==> src/hw/lowpwr_defines.svh <==
// Constants for the low-power and watchdog control block
// Operation
// - Writing 0 to bit 0 of the clear location restarts the fixed watchdog.
// - Reading the clear location returns mask option register one.
// - Fixed watchdog stays off in bootloader mode despite its enable option.
// - With clock check enabled, absent bus clock is detected after a timeout.
// - A detected clock failure resets the system, reset pin low four cycles.
// - Halt with clock check enabled makes the monitor time out and reset.
// - Halt stops the oscillator, timer, serial port and master SPI.
// - Halt entry clears the interrupt mask and zeroes the fixed watchdog count; other state is kept.
// - Only an interrupt pin or a reset ends halt.
// - Serial transmit freezes in halt and resumes on an interrupt wake.
// - Master SPI pauses in halt; a reset wake clears and disables SPI.
// - Slave SPI runs in halt but its flags stay held until interrupt wake.
// - Halt suspends the programmable watchdog; reset wake clears and disables it.
// - Interrupt wake resumes the programmable watchdog after the stabilization delay.
// - Halt entry stops and zeroes the fixed watchdog counter.
// - Reset wake: fixed watchdog counts at once, cleared again after stabilization.
// - Interrupt wake: fixed watchdog counts at once, not cleared after delay.
// - Idle stops only the CPU; any interrupt or reset ends idle.
// - Idle clears the interrupt mask and gates the CPU clock only.
// - Both watchdogs keep counting in idle; software must service them.
// - A clock monitor event also sets the watchdog fault flag.
// - An absent clock holds the reset pin low until the clock recovers.
`ifndef LOWPWR_DEFINES_SVH
`define LOWPWR_DEFINES_SVH
`define CTRL_ADDR 16'h0000
`define PSVC_ADDR 16'h0004
`define STAT_ADDR 16'h0008
`define FIXCLR_ADDR 16'h1FF0
`define CTRL_CLKCHK_BIT 0
`define CTRL_PROGWD_BIT 1
`define CTRL_FAULT_BIT 2
`define CTRL_RESET 8'h00
`define PSVC_KEY1 8'h55
`define PSVC_KEY2 8'hAA
`define CLK_PERIOD_NS 10
`define CLKMON_TIMEOUT_NS 5000
`define CLKMON_CYCLES ((`CLKMON_TIMEOUT_NS + `CLK_PERIOD_NS - 1) / `CLK_PERIOD_NS)
`define RESET_PULSE_CYCLES 4
`define STAB_CYCLES 4064
`define FIXED_WDOG_CYCLES 131072
`define PROG_WDOG_CYCLES 32768
`endif

==> src/hw/lowpwr_pkg.sv <==
// Types shared by the low-power and watchdog control block
package lowpwr_pkg;
  typedef enum logic [3:0] {
    st_run = 4'h1,
    st_idle = 4'h2,
    st_halt = 4'h4,
    st_stab = 4'h8
  } pwr_state_t;
endpackage

==> src/hw/low_power_watchdog_control.sv <==
// Low-power mode sequencer with fixed and programmable watchdogs and clock monitor
`timescale 1ns/1ps
`default_nettype none
`include "lowpwr_defines.svh"

module low_power_watchdog_control #(
  parameter int FIXED_WDOG_CYCLES = `FIXED_WDOG_CYCLES,
  parameter int PROG_WDOG_CYCLES = `PROG_WDOG_CYCLES
) (
  input wire logic clk_i,
  input wire logic rst_i,
  input wire logic wb_cyc_i,
  input wire logic wb_stb_i,
  input wire logic wb_we_i,
  input wire logic [15:0] wb_adr_i,
  input wire logic [3:0] wb_sel_i,
  input wire logic [31:0] wb_dat_i,
  output logic [31:0] wb_dat_o,
  output logic wb_ack_o,
  input wire logic halt_exec_i,
  input wire logic idle_exec_i,
  input wire logic int_req_i,
  input wire logic irq_n_pin_i,
  input wire logic reset_n_pin_i,
  output logic reset_n_pin_o,
  output logic reset_n_pin_oe_o,
  input wire logic clock_absent_i,
  input wire logic bootloader_mode_i,
  input wire logic fixed_watchdog_enable_option_i,
  input wire logic [7:0] mask_option_reg_one_i,
  output logic sys_reset_o,
  output logic osc_enable_o,
  output logic cpu_clock_enable_o,
  output logic periph_clock_enable_o,
  output logic interrupt_mask_clear_o,
  output logic sci_freeze_o,
  output logic spi_master_freeze_o,
  output logic spi_clear_o,
  output logic spi_slave_flags_hold_o
);

  // ----------------------------------------
  // Widths and limits
  // ----------------------------------------
  localparam int FW = $clog2(FIXED_WDOG_CYCLES);
  localparam int PW = $clog2(PROG_WDOG_CYCLES);
  localparam int MW = $clog2(`CLKMON_CYCLES);
  localparam logic [FW-1:0] FIX_LAST = FW'(FIXED_WDOG_CYCLES - 1);
  localparam logic [PW-1:0] PROG_LAST = PW'(PROG_WDOG_CYCLES - 1);
  localparam logic [MW-1:0] MON_LAST = MW'(`CLKMON_CYCLES - 1);
  localparam logic [11:0] STAB_LAST = 12'(`STAB_CYCLES - 1);
  localparam logic [2:0] PULSE_LEN = 3'(`RESET_PULSE_CYCLES);

  // ----------------------------------------
  // State
  // ----------------------------------------
  typedef struct packed {
    lowpwr_pkg::pwr_state_t state;
    logic [1:0] rst_sync;
    logic [1:0] irq_sync;
    logic [1:0] abs_sync;
    logic ack;
    logic [7:0] rdata;
    logic clkchk_en;
    logic progwd_en;
    logic progwd_lock;
    logic key1_seen;
    logic fault;
    logic [FW-1:0] fix_cnt;
    logic [PW-1:0] prog_cnt;
    logic [11:0] stab_cnt;
    logic [MW-1:0] mon_cnt;
    logic [2:0] pulse_cnt;
    logic abs_hold;
    logic drive;
    logic [1:0] guard;
    logic wake_by_reset;
    logic sys_reset;
    logic osc_en;
    logic cpu_en;
    logic mask_clr;
    logic spi_clr;
  } lpw_state_t;

  lpw_state_t s;
  lpw_state_t next_s;

  logic req;
  logic acc_wr;
  logic acc_rd;
  logic fix_enable;
  logic ext_reset;
  logic irq_wake;
  logic clk_missing;
  logic mon_fire;
  logic fix_timeout;
  logic prog_timeout;
  logic fix_service;
  logic int_reset;

  // ----------------------------------------
  // Event decode
  // ----------------------------------------
  always_comb begin
    req = wb_cyc_i & wb_stb_i;
    acc_wr = req & s.ack & wb_we_i;
    acc_rd = req & s.ack & ~wb_we_i;
    fix_enable = fixed_watchdog_enable_option_i & ~bootloader_mode_i;
    // Own drive reads back low; the guard covers the pin's rise through the synchroniser
    ext_reset = ~s.rst_sync[1] & ~s.drive & (s.guard == 2'h0);
    irq_wake = ~s.irq_sync[1];
    // stopped oscillator counts as absent clock
    clk_missing = (s.state == lowpwr_pkg::st_halt) | s.abs_sync[1];
    mon_fire = s.clkchk_en & clk_missing & (s.mon_cnt == MON_LAST);
    fix_timeout = fix_enable & (s.fix_cnt == FIX_LAST);
    prog_timeout = s.progwd_en & (s.prog_cnt == PROG_LAST);
    // write of zero to bit 0 restarts fixed watchdog
    fix_service = acc_wr & (wb_adr_i == `FIXCLR_ADDR) & wb_sel_i[0] & ~wb_dat_i[0];
    int_reset = mon_fire | fix_timeout | prog_timeout;
  end

  // ----------------------------------------
  // Next state
  // ----------------------------------------
  always_comb begin
    next_s = s;
    next_s.rst_sync = {s.rst_sync[0], reset_n_pin_i};
    next_s.irq_sync = {s.irq_sync[0], irq_n_pin_i};
    next_s.abs_sync = {s.abs_sync[0], clock_absent_i};
    next_s.mask_clr = 1'b0;
    next_s.spi_clr = 1'b0;

    // Bus slave: one wait state, unmapped reads give zero
    next_s.ack = req & ~s.ack;
    if (req & ~s.ack & ~wb_we_i) begin
      case (wb_adr_i)
        `CTRL_ADDR: next_s.rdata = {5'h00, s.fault, s.progwd_en, s.clkchk_en};
        `STAT_ADDR: next_s.rdata = {4'h0, s.state};
        `FIXCLR_ADDR: next_s.rdata = mask_option_reg_one_i;
        default: next_s.rdata = 8'h00;
      endcase
    end

    if (acc_wr & wb_sel_i[0] & (wb_adr_i == `CTRL_ADDR)) begin
      next_s.clkchk_en = wb_dat_i[`CTRL_CLKCHK_BIT];
      // Enable of the programmable watchdog is write-once until reset
      if (!s.progwd_lock) begin
        next_s.progwd_en = wb_dat_i[`CTRL_PROGWD_BIT];
        next_s.progwd_lock = 1'b1;
      end
    end
    if (acc_rd & (wb_adr_i == `CTRL_ADDR)) begin
      next_s.fault = 1'b0;
    end

    // Programmable watchdog service pair
    if (acc_wr & wb_sel_i[0] & (wb_adr_i == `PSVC_ADDR)) begin
      if (wb_dat_i[7:0] == `PSVC_KEY1) begin
        next_s.key1_seen = 1'b1;
      end else if ((wb_dat_i[7:0] == `PSVC_KEY2) && s.key1_seen) begin
        next_s.key1_seen = 1'b0;
        next_s.prog_cnt = '0;
      end
    end

    // ----------------------------------------
    // Fixed watchdog
    // ----------------------------------------
    if (!fix_enable) begin
      next_s.fix_cnt = '0;
    end else if (fix_service || fix_timeout) begin
      next_s.fix_cnt = '0;
    end else if (s.state != lowpwr_pkg::st_halt) begin
      // counts in idle and run alike
      next_s.fix_cnt = s.fix_cnt + 1'b1;
    end

    // ----------------------------------------
    // Programmable watchdog
    // ----------------------------------------
    if (prog_timeout) begin
      next_s.prog_cnt = '0;
    end else if (s.progwd_en && (s.state == lowpwr_pkg::st_run ||
                                 s.state == lowpwr_pkg::st_idle)) begin
      next_s.prog_cnt = s.prog_cnt + 1'b1;
    end

    // ----------------------------------------
    // Clock monitor
    // ----------------------------------------
    if (s.clkchk_en && clk_missing && !mon_fire) begin
      next_s.mon_cnt = s.mon_cnt + 1'b1;
    end else begin
      next_s.mon_cnt = '0;
    end
    if (s.pulse_cnt != 3'h0) begin
      next_s.pulse_cnt = s.pulse_cnt - 3'h1;
    end
    if (!s.abs_sync[1]) begin
      next_s.abs_hold = 1'b0;
    end
    if (mon_fire) begin
      // monitor sets fault flag; set wins over read clear
      next_s.fault = 1'b1;
      next_s.pulse_cnt = PULSE_LEN;
      // absent clock keeps pin low until recovery
      next_s.abs_hold = s.abs_sync[1];
    end
    if (prog_timeout) begin
      next_s.fault = 1'b1;
    end
    next_s.drive = (next_s.pulse_cnt != 3'h0) | next_s.abs_hold;
    if (s.drive) begin
      next_s.guard = 2'h3;
    end else if (s.guard != 2'h0) begin
      next_s.guard = s.guard - 2'h1;
    end

    // ----------------------------------------
    // Power mode sequencing
    // ----------------------------------------
    case (s.state)
      lowpwr_pkg::st_run: begin
        if (halt_exec_i) begin
          next_s.state = lowpwr_pkg::st_halt;
          next_s.mask_clr = 1'b1;
          // fixed counter zeroed on halt entry
          next_s.fix_cnt = '0;
        end else if (idle_exec_i) begin
          // idle clears the mask, gates CPU clock only
          next_s.state = lowpwr_pkg::st_idle;
          next_s.mask_clr = 1'b1;
        end
      end
      lowpwr_pkg::st_idle: begin
        if (int_req_i || irq_wake) begin
          next_s.state = lowpwr_pkg::st_run;
        end
      end
      lowpwr_pkg::st_halt: begin
        // only the interrupt pin or a reset wakes
        if (irq_wake) begin
          next_s.state = lowpwr_pkg::st_stab;
          next_s.wake_by_reset = 1'b0;
          next_s.stab_cnt = 12'h000;
        end
        // programmable counter holds its value in halt
      end
      lowpwr_pkg::st_stab: begin
        if (s.stab_cnt == STAB_LAST) begin
          next_s.state = lowpwr_pkg::st_run;
          // reset wake clears fixed counter once more
          if (s.wake_by_reset) begin
            next_s.fix_cnt = '0;
          end
          // interrupt wake keeps the fixed count
        end else if (!ext_reset) begin
          next_s.stab_cnt = s.stab_cnt + 12'h001;
        end
      end
      default: begin
        next_s.state = lowpwr_pkg::st_run;
      end
    endcase

    // Any internal or pin reset restarts the clock sequence; the fault flag survives it (rst_i clears it)
    next_s.sys_reset = int_reset | ext_reset;
    if (int_reset || ext_reset) begin
      next_s.state = lowpwr_pkg::st_stab;
      next_s.stab_cnt = 12'h000;
      next_s.wake_by_reset = 1'b1;
      next_s.clkchk_en = 1'b0;
      // reset wake clears and disables programmable watchdog
      next_s.progwd_en = 1'b0;
      next_s.progwd_lock = 1'b0;
      next_s.key1_seen = 1'b0;
      next_s.prog_cnt = '0;
      next_s.spi_clr = 1'b1;
      // fixed watchdog counts at once from zero unless the reset comes in st_stab, where it keeps its count
      if (s.state != lowpwr_pkg::st_stab) begin
        next_s.fix_cnt = '0;
      end
    end

    next_s.osc_en = (next_s.state != lowpwr_pkg::st_halt);
    next_s.cpu_en = (next_s.state == lowpwr_pkg::st_run);
  end

  // ----------------------------------------
  // Registers
  // ----------------------------------------
  always_ff @(posedge clk_i) begin
    if (rst_i) begin
      s <= '0;
      s.state <= lowpwr_pkg::st_run;
      s.rst_sync <= 2'h3;
      s.irq_sync <= 2'h3;
      s.rdata <= `CTRL_RESET;
      s.osc_en <= 1'b1;
      s.cpu_en <= 1'b1;
    end else begin
      s <= next_s;
    end
  end

  // ----------------------------------------
  // Outputs
  // ----------------------------------------
  assign wb_dat_o = {24'h000000, s.rdata};
  assign wb_ack_o = s.ack;
  assign reset_n_pin_o = 1'b0;
  assign reset_n_pin_oe_o = s.drive;
  assign sys_reset_o = s.sys_reset;
  assign osc_enable_o = s.osc_en;
  assign cpu_clock_enable_o = s.cpu_en;
  // peripherals keep their clock in idle
  assign periph_clock_enable_o = s.osc_en;
  assign interrupt_mask_clear_o = s.mask_clr;
  // serial transmit frozen while oscillator stops
  assign sci_freeze_o = ~s.osc_en;
  assign spi_master_freeze_o = ~s.osc_en;
  assign spi_clear_o = s.spi_clr;
  assign spi_slave_flags_hold_o = ~s.osc_en;

  // ----------------------------------------
  // Assertions
  // ----------------------------------------
  localparam int MON_MAX = `CLKMON_CYCLES + 8;
endmodule
`default_nettype wire

==> config.mk <==
export PLATFORM = sky130hd
export DESIGN_NAME = low_power_watchdog_control
export DESIGN_NICKNAME = d
export VERILOG_FILES = /design/src/hw/lowpwr_pkg.sv /design/src/hw/low_power_watchdog_control.sv
export VERILOG_INCLUDE_DIRS = /design/src /design/src/hw
export SDC_FILE = /design/constraint.sdc
export NUM_CORES = 1
export LEC_CHECK = 0
export BUFFER_PORTS_ARGS = -buffer_cell sky130_fd_sc_hd__buf_2
export CORE_MARGIN = 4
export CORE_UTILIZATION = 40
export DETAILED_ROUTE_END_ITERATION = 12
export PLACE_DENSITY = 0.65
export SLEW_MARGIN = 20
export SYNTH_ARGS = -nofsm -noshare
export SYNTH_HDL_FRONTEND = slang
export SYNTH_SLANG_ARGS = --single-unit
==> constraint.sdc <==
create_clock -name clk_i -period 2.18 [get_ports clk_i]
set_input_delay 0.545 -clock clk_i [delete_from_list [all_inputs] [get_ports clk_i]]
set_output_delay 0.545 -clock clk_i [all_outputs]
set_load 0.01 [all_outputs]
# ---- Word level (Yosys, flattened, before mapping)
# Index checks and enable logic that the tools add are counted.
dict set report totals {
  inputBits 73
  output_inout_bits 44
  elab_cells 161
  reg_bits 90
}
dict set report op_classes {
  add_sub_neg 6
  n_eq_ne 22
  bitwise 36
  mux 42
  reduce_logical 30
}
# operator count
set op_table {}
lappend op_table {{$mux W17} 7}
lappend op_table {{$mux W15} 5}
lappend op_table {{$mux W44} 1}
lappend op_table {{$mux W12} 3}
lappend op_table {{$pmux W17 S2} 1}
lappend op_table {{$mux W4} 7}
lappend op_table {{$pmux W12 S2} 1}
lappend op_table {{$pmux W8 S3} 1}
lappend op_table {{$and A1 B1 Y1} 20}
lappend op_table {{$add A17 B1 Y17 const B} 1}
lappend op_table {{$eq A17 B17 Y1 const B} 1}
lappend op_table {{$eq A16 B13 Y1 const B} 1}
lappend op_table {{$eq A16 B3 Y1 const B} 1}
lappend op_table {{$eq A16 B4 Y1 const B} 1}
lappend op_table {{$logic_not A16 Y1} 1}
lappend op_table {{$pmux W4 S4} 1}
lappend op_table {{$add A15 B1 Y15 const B} 1}
lappend op_table {{$eq A15 B15 Y1 const B} 1}
lappend op_table {{$reduce_bool A2 Y1} 7}
lappend op_table {{$add A12 B1 Y12 const B} 1}
lappend op_table {{$eq A12 B12 Y1 const B} 1}
lappend op_table {{$mux W1} 12}
lappend op_table {{$not A1 Y1} 11}
lappend op_table {{$add A9 B1 Y9 const B} 1}
lappend op_table {{other kinds (26)} 48}

# ---- Longest topological paths before layout
# Gate-level depths: netlist of run 1.
dict set report logic_depth {
  ltp_word 14
  ltp_mapped 10
}

# ---- Least setup slack after synthesis of run 1
# OpenSTA, ideal clock, no wires.
dict set report synth_path {
  kind {in2reg}
  from {input port wb_adr_i[0]}
  to {register s, in the netlist wb_dat_o[3]}
  cell_stages 5
  arrival_ns 2.202
  setup_slack_ns -0.108
  n_path_buf 0
  path_cell_list {or4_1 > or3_1 > nor4_4 > a32oi_1 > a211oi_1}
}
dict set report synth_between {
  elab_chain_len 2
}
# item line_no
set synth_rtl {}
lappend synth_rtl {{start: declaration} low_power_watchdog_control.sv:15} ;# input wire logic [15:0] wb_adr_i,
lappend synth_rtl {{$eq A16 B13 Y1, or another cell as far along} low_power_watchdog_control.sv:136} ;# case (wb_adr_i)
lappend synth_rtl {{$pmux W8 S3 (*)} low_power_watchdog_control.sv:136}
lappend synth_rtl {{end signal: assignment} low_power_watchdog_control.sv:302} ;# s <= next_s;
lappend synth_rtl {{end: declaration} low_power_watchdog_control.sv:85} ;# lpw_state_t s;
# Every way passes the cells marked *; elsewhere a longest branch is shown, timed or not.
# A chain may end at the register's enable or synchronous reset.

# ---- Worst setup path after layout of run 1
dict set report layout_path {
  from {register s[88] (netlist name)}
  to {register s[55] (netlist name)}
}
dict set report layout_between {
  elab_chain_len 9
}
# item line_no
set layout_rtl {}
lappend layout_rtl {{$ne A4 B3 Y1} low_power_watchdog_control.sv:173} ;# end else if (s.state != lowpwr_pkg::st_halt) begin
lappend layout_rtl {{$mux W17} low_power_watchdog_control.sv:173}
lappend layout_rtl {{$mux W17} low_power_watchdog_control.sv:171} ;# end else if (fix_service || fix_timeout) begin
lappend layout_rtl {{$mux W17} low_power_watchdog_control.sv:169} ;# if (!fix_enable) begin
lappend layout_rtl {{$mux W17} low_power_watchdog_control.sv:253} ;# if (s.wake_by_reset) begin
lappend layout_rtl {{$mux W17} low_power_watchdog_control.sv:250} ;# if (s.stab_cnt == STAB_LAST) begin
lappend layout_rtl {{$pmux W17 S2} low_power_watchdog_control.sv:222} ;# case (s.state)
lappend layout_rtl {{$mux W17} low_power_watchdog_control.sv:280} ;# if (s.state != lowpwr_pkg::st_stab) begin
lappend layout_rtl {{$mux W44 (*)} low_power_watchdog_control.sv:268} ;# if (int_reset || ext_reset) begin
# Marks and branches as above.

==> results of run 1 <==
path summary, 6_finish.rpt:
check | startpoint | to | depth (start not counted) | slack, ps
worst max-delay path | s[88]$_SDFF_PP0_ | s[55]$_SDFF_PP0_ | 7 | 60
worst min-delay path | reset_n_pin_i | next_s[85]$_SDFF_PP1_ | 2 | 390
worst max register to register | s[88]$_SDFF_PP0_ | s[55]$_SDFF_PP0_ | 7 | 60
worst min register to register | next_s[85]$_SDFF_PP1_ | s[85]$_SDFF_PP1_ | 1 | 410
sequential cells by signal, summed over array words and instances, names as in the netlist:
register,flops
reset_n_pin_oe_o,1
wb_ack_o,1
osc_enable_o,1
interrupt_mask_clear_o,1
cpu_clock_enable_o,1
next_s,3
wb_dat_o,8
s,72
sys_reset_o,1
stage by stage:
stage / hold WS [ps] / setup slack (ps) / area (sq um)
floorplan: 389 / -1.66 / 4610
global placement: 396 / -169 / 5070
detailed placement: 398 / -178 / 5070
CTS: 387 / 23.2 / 5390
global route: 394 / -6.00 / 5470
finish: 387 / 57.7 / 5470
power breakdown:
part           internal, mW  switching, mW
registers              1.70         0.0479
logic                 0.266          0.316
clock network          1.01          0.658
cell families (layout without fill, tap and decap cells):
group / count (synthesis) / in the layout / synth area share [%]
buffers and inverters: 67 / 136 / 8.98
multiplexers: 5 / 5 / 1.14
other: 1 / 25 / 0.0830
flip-flops: 89 / 89 / 39.5
adder cells (fa/ha/maj): 9 / 9 / 2.49
AO/OA/AOI/OAI: 69 / 69 / 10.4
AND/OR/NAND/NOR: 249 / 249 / 29.7
XOR/XNOR: 40 / 40 / 7.76
cell usage in the layout, fill, tap and decap left out, types with 4 or more instances in the layout:
cell type,count
and2_1,4
xnor2_1,24
nor4_1,10
nor3_1,17
mux2i_1,4
o21ai_0,5
clkbuf_16,9
dfxtp_1,89
o21a_1,4
nor3b_1,6
or2_2,7
xor2_1,16
and3_1,5
nor2b_1,5
a21oi_1,29
and4_1,5
inv_1,13
nand2b_1,7
nor2_1,68
buf_4,41
nand4_1,19
or3_1,4
buf_2,64
nor4bb_1,4
nand2_1,38
nand3b_1,6
ha_1,8
conb_1,25
nand3_1,24
layout make-up:
type	count	area, sq um	share of cell area, %
inverter	13	48.8	0.892
multi-input combinational	397	2480	45.3
clock inverter	7	100	1.83
sequential	89	1780	32.6
clock buffer	9	225	4.12
timing repair buffer	107	659	12.1
tap	140	175	3.20
per-layer routing:
| metal | wire length (um) | GRT usage (%) | vias up |
|---|---|---|---|
| met1 | 4640 | 19.8 | 1794 |
| met2 | 4780 | 26.5 | 124 |
| met5 | 0 | 0 | - |
| met4 | 216 | 5.94 | 0 |
| li1 | - | - | 1982 |
| met3 | 614 | 3.33 | 17 |
timing repair:
item,4_1_cts,5_1_grt
gates resized for setup,0,13
endpoints found under the setup margin,0,41
setup buffers,0,2
==> out/results.ini, run 1 <==
[timing]
finClkSkew_ps=5.69
finalCriticalPeriod_ps=2120
report.final.hold_viol_count=0
finalMaxSlewViolations=0
fin_setup_tns_ps=0
fmaxAchievable_ghz=0.471
relSlewSlack_pct=54.5
setup_viol=0
post-route-period-util_pct=97.4
tightestPinTransition_ps=679

[routing]
wirelength_um=10200
first_iter_violations=140
first_pass_iters=4
antenna_left=0
drc=0
vias_per_cell=5.14
vias=3917
avgRoutedWirePerCell_um=13.4

[power_and_ir_drop]
vdd_drop_max_mv=0.376
total_power_mw=4.00
p_leak_nw=2.09
powerDensity_nw_per_um2=731

[global_route]
grt_pass1_wl_um=17200
grt_max_degree=29
grtUsageTotal_pct=15.7
grt-ovfl-total=0
grt_pass1_vias=3825
antenna_found_initial=0

[yosys]
ys_seq_elements=89
yosysSeqAreaShare_pct=39.5
synth_cells=529
synth_common_cells=dfxtp_1 (89), nor2_1 (69), buf_4 (38), nand2_1 (38), a21oi_1 (29)
synth_area_leaders=dfxtp_1 (39%), buf_4 (6.3%), nor2_1 (5.7%)
synth_top_area_share_pct=39.5
synth-main-ff-cell=dfxtp_1
async_flop_share_pct=0
synth_warnings=0
synth_edf_count=0
yosysTopAreaCell=dfxtp_1
syn_area_per_cell_sq_um=8.54
synth_cell_types=59
yosysMostFrequentCell=dfxtp_1
synth_area_sq_um=4520

[status]
status=complete, no violations

[setup_path]
cp.arrival_ps=2350
crit_path_max_incr_delay_ps=510
critPathTopFamily=compound AO/OA/AOI/OAI gates
cp_num_buf_inv=2
start_kind=register
path_cells=or4b_4, a2111oi_4, buf_4, a2111oi_4, o21ai_2, buf_12, nor2_1
crit_path_end_kind=register
crit_top_cell=a2111oi_4
required_ps=2410
cp_slowest_cell=or4b_4
worstSetupPathType=reg2reg
cp_max_fo=17

[cells_and_area]
final_nets=699
instances_no_fill=762
final_layout_size_suffix_gt1_share_pct=24.0
fin_util_pct=50.0
area_growth_pct=21.1
n_fill_cell=1013
antenna_cells=0

[placed_design]
post-dp-hpwl_um=7600
place.gp.congestion=0.864
portBuffers=64
place_inst=744

[die]
start_util_pct=41.3
die_w_um=114
dieArea_sq_um=13100
io_pins=117
core_area_sq_um=10900
num_rows=38
die_y_um=114

[clock_tree]
cts_sinks=89
cts_made_buffers=9
clock_latency_ps=340
hold_buffers=0
root_buffer=clkbuf_16
htreeDepth=3
clock_tree.buffer_depth=2
clk_pin_slew_worst_paths_ps=70
cts_tree=built

[min_path]
hp-class=in2reg

[job]
cap_violations=0

No activity file was read; power rests on OpenSTA's default activity.
==> run 2, diff against run 1 <==
--- a/config.mk
+++ b/config.mk
@@ -7,6 +7,7 @@
 export NUM_CORES = 1
 export LEC_CHECK = 0
 export BUFFER_PORTS_ARGS = -buffer_cell sky130_fd_sc_hd__buf_2
+export CORE_ASPECT_RATIO = 0.7
 export CORE_MARGIN = 4
 export CORE_UTILIZATION = 40
 export DETAILED_ROUTE_END_ITERATION = 12
==> out/results.ini, run 2 (synthesis gave the netlist of run 1 again) <==
[clock_tree]
cts_tree=built
cts_setup_buffers=0
clk_pin_slew_worst_paths_ps=60
hold_buffers=0
clock_tree.buffer_depth=2
cts_made_buffers=9
clock_latency_ps=340
htreeDepth=3
root_buffer=clkbuf_16
cts_sinks=89

[setup_path]
crit_path_end_kind=register
crit_path_max_incr_delay_ps=570
required_ps=2410
worstSetupPathType=reg2reg
cp.arrival_ps=2300
cp_max_fo=12
path_cells=or4b_4, a2111oi_4, a2111oi_4, o21ai_1, buf_4, nor2_1
crit_top_cell=a2111oi_4
cp_slowest_cell=or4b_4
start_kind=register
r2r_slack_ps=110

[cells_and_area]
largest_reg_flops=72
final_cell_mix=dfxtp_1 (89), nor2_1 (69), buf_2 (64)
final_nets=698
antenna_cells=0
fin_area_sq_um=5450
area_growth_pct=20.6
instances_no_fill=774
final_layout_size_suffix_gt1_share_pct=22.7
final_common_cell=dfxtp_1
regMostFlops=s

[timing]
setup_viol=0
tightestPinTransition_ps=710
fmaxAchievable_ghz=0.483
finalCriticalPeriod_ps=2070
relSlewSlack_pct=52.5
report.final.hold_viol_count=0
post-route-period-util_pct=95.1
fin_setup_tns_ps=0
finClkSkew_ps=6.71
finalMaxSlewViolations=0
layout_setup_ws_ps=108

[global_route]
antenna_found_initial=0
grtUsageTotal_pct=15.9
grt-ovfl-total=0
grt_pass1_wl_um=17200
grt_max_degree=18
grt_pass1_vias=3684

[power_and_ir_drop]
p_leak_nw=2.08
intPower_mw=2.98
combPwrFrac_pct=14.9
clkPwrFrac_pct=40.7
powerDensity_nw_per_um2=726
seqPwrFrac_pct=44.4
switchingPower_uw=979
vdd_drop_max_mv=0.424
swShare_pct=24.8

[die]
die_y_um=96.9
io_pins=117
core_area_sq_um=11000
num_rows=32
start_util_pct=41.0
dieArea_sq_um=13100
die_w_um=135

[routing]
antenna_left=0
drc=0
vias_per_cell=5.08
wirelength_um=10700
vias=3933
avgRoutedWirePerCell_um=13.8
first_iter_violations=188
first_pass_iters=4

[placed_design]
place.gp.congestion=0.844
pre_cts_ws_ps=-181
placed_area_sq_um=5100
post-dp-hpwl_um=8120
place_inst=758
portBuffers=64

[min_path]
hp-class=in2reg

[status]
status=complete, no violations

[job]
cap_violations=0

==> run 2: changes by cell type in the layout (fill, tap and decap cells not counted), sizes merged <==
cell    delta
inv        -2
buf        -1
clkbuf     +4
clkinv     -2
==> run 2: worst paths after layout <==
path,from,endpoint,cells past startpoint
setup / recovery,s[87]$_SDFF_PP0_,s[22]$_SDFFE_PP0P_,6
hold / removal,irq_n_pin_i,next_s[83]$_SDFF_PP1_,2
setup reg to reg,s[87]$_SDFF_PP0_,s[22]$_SDFFE_PP0P_,6
hold reg to reg,next_s[83]$_SDFF_PP1_,s[83]$_SDFF_PP1_,1
==> run 2: critical path, delay by kind of cell, from the launching register on <==
| family | cells | cell delay (ps) |
|---|---|---|
| AOI/OAI and AO/OA | 3 | 760 |
| buffers and inverters | 1 | 200 |
| DFF | 1 | 340 |
| and+or+nand+nor | 2 | 640 |
==> run 2: cell type report <==
class / instances / area [sq um]
fillers: 1032 / 5560
flip-flops and latches: 89 / 1780
clock buffers: 13 / 240
repair buffers: 106 / 661
well taps: 153 / 191
multi-input cells: 397 / 2460
inverters: 13 / 48.8
clock inverters: 3 / 65.1
==> run 2: per-layer routing <==
metal  part of all wire [%]  track usage [%]
met4                   0.90             4.57
met5                      0                0
met3                    6.8             4.52
met2                     44             25.2
met1                     48             21.2
==> run 2: per-stage QoR <==
step / util (%) / hold slack, ps / power, mW
floorplan: - / 389 / 2.19
global placement: 46.4 / 398 / 2.35
detailed placement: 46.4 / 406 / 2.37
CTS: 49.1 / 375 / 4.01
global route: 49.5 / 385 / 4.14
finish: 49.5 / 387 / 3.95
==> run 2: timing repair <==
item	4_1_cts	5_1_grt
endpoints found under the setup margin	0	15
resized for setup	0	7
hold endpoints to repair	0	0
==> run 2: power by group through the flow <==
stage	combinational, mW	clock (mW)	sequential (mW)
floorplan	0.406	0	1.78
global placement	0.563	0	1.78
detailed placement	0.579	0	1.79
CTS	0.588	1.67	1.75
global route	0.655	1.73	1.76
finish	0.591	1.61	1.75
==> run 3, diff against run 2 <==
--- a/config.mk
+++ b/config.mk
@@ -7,7 +7,7 @@
 export NUM_CORES = 1
 export LEC_CHECK = 0
 export BUFFER_PORTS_ARGS = -buffer_cell sky130_fd_sc_hd__buf_2
-export CORE_ASPECT_RATIO = 0.7
+export CORE_ASPECT_RATIO = 1.5
 export CORE_MARGIN = 4
 export CORE_UTILIZATION = 40
 export DETAILED_ROUTE_END_ITERATION = 12
==> out/results.ini, run 3 (synthesis gave the netlist of run 1 again) <==
[setup_path]
critPathTopFamily=compound AO/OA/AOI/OAI gates
path_cells=or4b_4, a2111oi_4, buf_4, a2111oi_2, o21ai_2, buf_12, nor2_1
r2r.worst_path.cells=7
crit_path_end_kind=register
start_kind=register
cp_max_fo=17
cp_slowest_cell=or4b_4
required_ps=2420
crit_path_max_incr_delay_ps=560
r2r-start=s[87]$_SDFF_PP0_
r2r_slack_ps=70
worstSetupPathType=reg2reg
r2r-end=s[63]$_SDFF_PP0_
cp_num_buf_inv=2
cp.arrival_ps=2340

[placed_design]
place.gp.congestion=0.851
portBuffers=64
post-dp-hpwl_um=7860
placed_area_sq_um=5080

[timing]
finClkSkew_ps=7.10
tightestPinTransition_ps=704
finalCriticalPeriod_ps=2110
report.final.hold_viol_count=0
post-route-period-util_pct=96.7
setup_viol=0
relSlewSlack_pct=52.7
hold_ws_ps=381
finalMaxSlewViolations=0
fmaxAchievable_ghz=0.474
fin_setup_tns_ps=0

[clock_tree]
cts_sinks=89
htreeDepth=3
cts_made_buffers=9
hold_buffers=0
root_buffer=clkbuf_16
clock_latency_ps=350
clock_tree.buffer_depth=2
clk_pin_slew_worst_paths_ps=60
cts_tree=built

[die]
core_area_sq_um=11100
num_rows=47
dieArea_sq_um=13100
die_y_um=138
start_util_pct=40.8
io_pins=117
die_w_um=94.8

[cells_and_area]
fin_util_pct=49.4
final_common_cell=dfxtp_1
area_growth_pct=20.9
regMostFlops=s
final_cell_mix=dfxtp_1 (88), nor2_1 (69), buf_2 (64)
final_layout_size_suffix_gt1_share_pct=24.1
final_nets=699
largest_reg_flops=72
antenna_cells=0
fin_area_sq_um=5460

[routing]
drc=0
first_pass_iters=4
route.met2.wl_um=5570
met1_length_um=4220
wirelength_um=10400
vias_per_cell=5.14
vias=3953
first_iter_violations=170
antenna_left=0
highest_layer=met4
wl_met3_um=395
avgRoutedWirePerCell_um=13.5

[global_route]
grt_pass1_wl_um=17200
antenna_found_initial=0
grt_max_degree=19
grtUsageTotal_pct=16.1
grt-ovfl-total=0
grt_pass1_vias=3833

[power_and_ir_drop]
vdd_drop_max_mv=0.439
p_leak_nw=2.07
powerDensity_nw_per_um2=710
total_power_mw=3.88

[min_path]
hold_path_end=next_s[85]$_SDFF_PP1_
whs_path_depth=2
holdCritStartpoint=reset_n_pin_i
hp-class=in2reg

[job]
cap_violations=0

[status]
status=complete, no violations

## run 3: cell types whose count changed in the layout (fill, tap and decap cells not counted), sizes merged
cell	previous run	this run
buf	106	107
bufinv	2	1
clkbuf	13	11
clkinv	1	2
clkinvlp	0	2
## run 3: how the worst max path moves through the flow
| stage | to | start | cells past startpoint |
|---|---|---|---|
| 2_1_floorplan | s[43]$_SDFFE_PP0P_ | s[58]$_SDFF_PP0_ | 9 |
| 6_report | s[63]$_SDFF_PP0_ | s[87]$_SDFF_PP0_ | 7 |
| 5_1_grt | s[63]$_SDFF_PP0_ | s[87]$_SDFF_PP0_ | 7 |
| 3_5_place_dp | wb_dat_o[0]$_SDFFE_PP0P_ | wb_adr_i[0] | 7 |
| 3_3_place_gp | wb_dat_o[2]$_SDFFE_PP0P_ | wb_adr_i[0] | 7 |
| 4_1_cts | s[30]$_SDFFE_PP0P_ | s[87]$_SDFF_PP0_ | 5 |
## run 3: metrics by stage
stage	worst slack [ps]	std cells
2_1_floorplan	-1.66	553
3_3_place_gp	-157	751
3_5_place_dp	-195	751
4_1_cts	14.3	769
5_1_grt	-18.9	769
6_report	71.7	769
## run 3: worst register-to-register path, delay by kind of cell (launching register included)
family / cells / cell delay (ps)
AOI/OAI and AO/OA: 3 / 680
buffers and inverters: 2 / 380
DFF: 1 / 330
and+or+nand+nor: 2 / 620
## run 3: area by class of cell
type                       instances  area [sq um]
sequential                        89          1780
timing repair buffer             107           668
clock buffer                      11           243
multi-input combinational        397          2480
fill                            1101          5600
tap                              147           184
clock inverter                     5          55.1
inverter                          13          48.8
## run 3: per-layer routing
metal / global-route usage, % / vias up
li1: - / 1978
met1: 18.0 / 1861
met2: 28.6 / 97
met3: 2.83 / 17
met4: 8.06 / 0
met5: 0 / -
## run 3: report_power, final
part / switching [mW] / internal (mW)
logic: 0.322 / 0.270
registers: 0.0463 / 1.70
clock network: 0.626 / 0.915
## run 3: repair_timing
action | in CTS | in global routing
buffers inserted | 2 | 0
gates resized for setup | 1 | 10
setup endpoints to repair | 3 | 39
pin swaps | 1 | 3
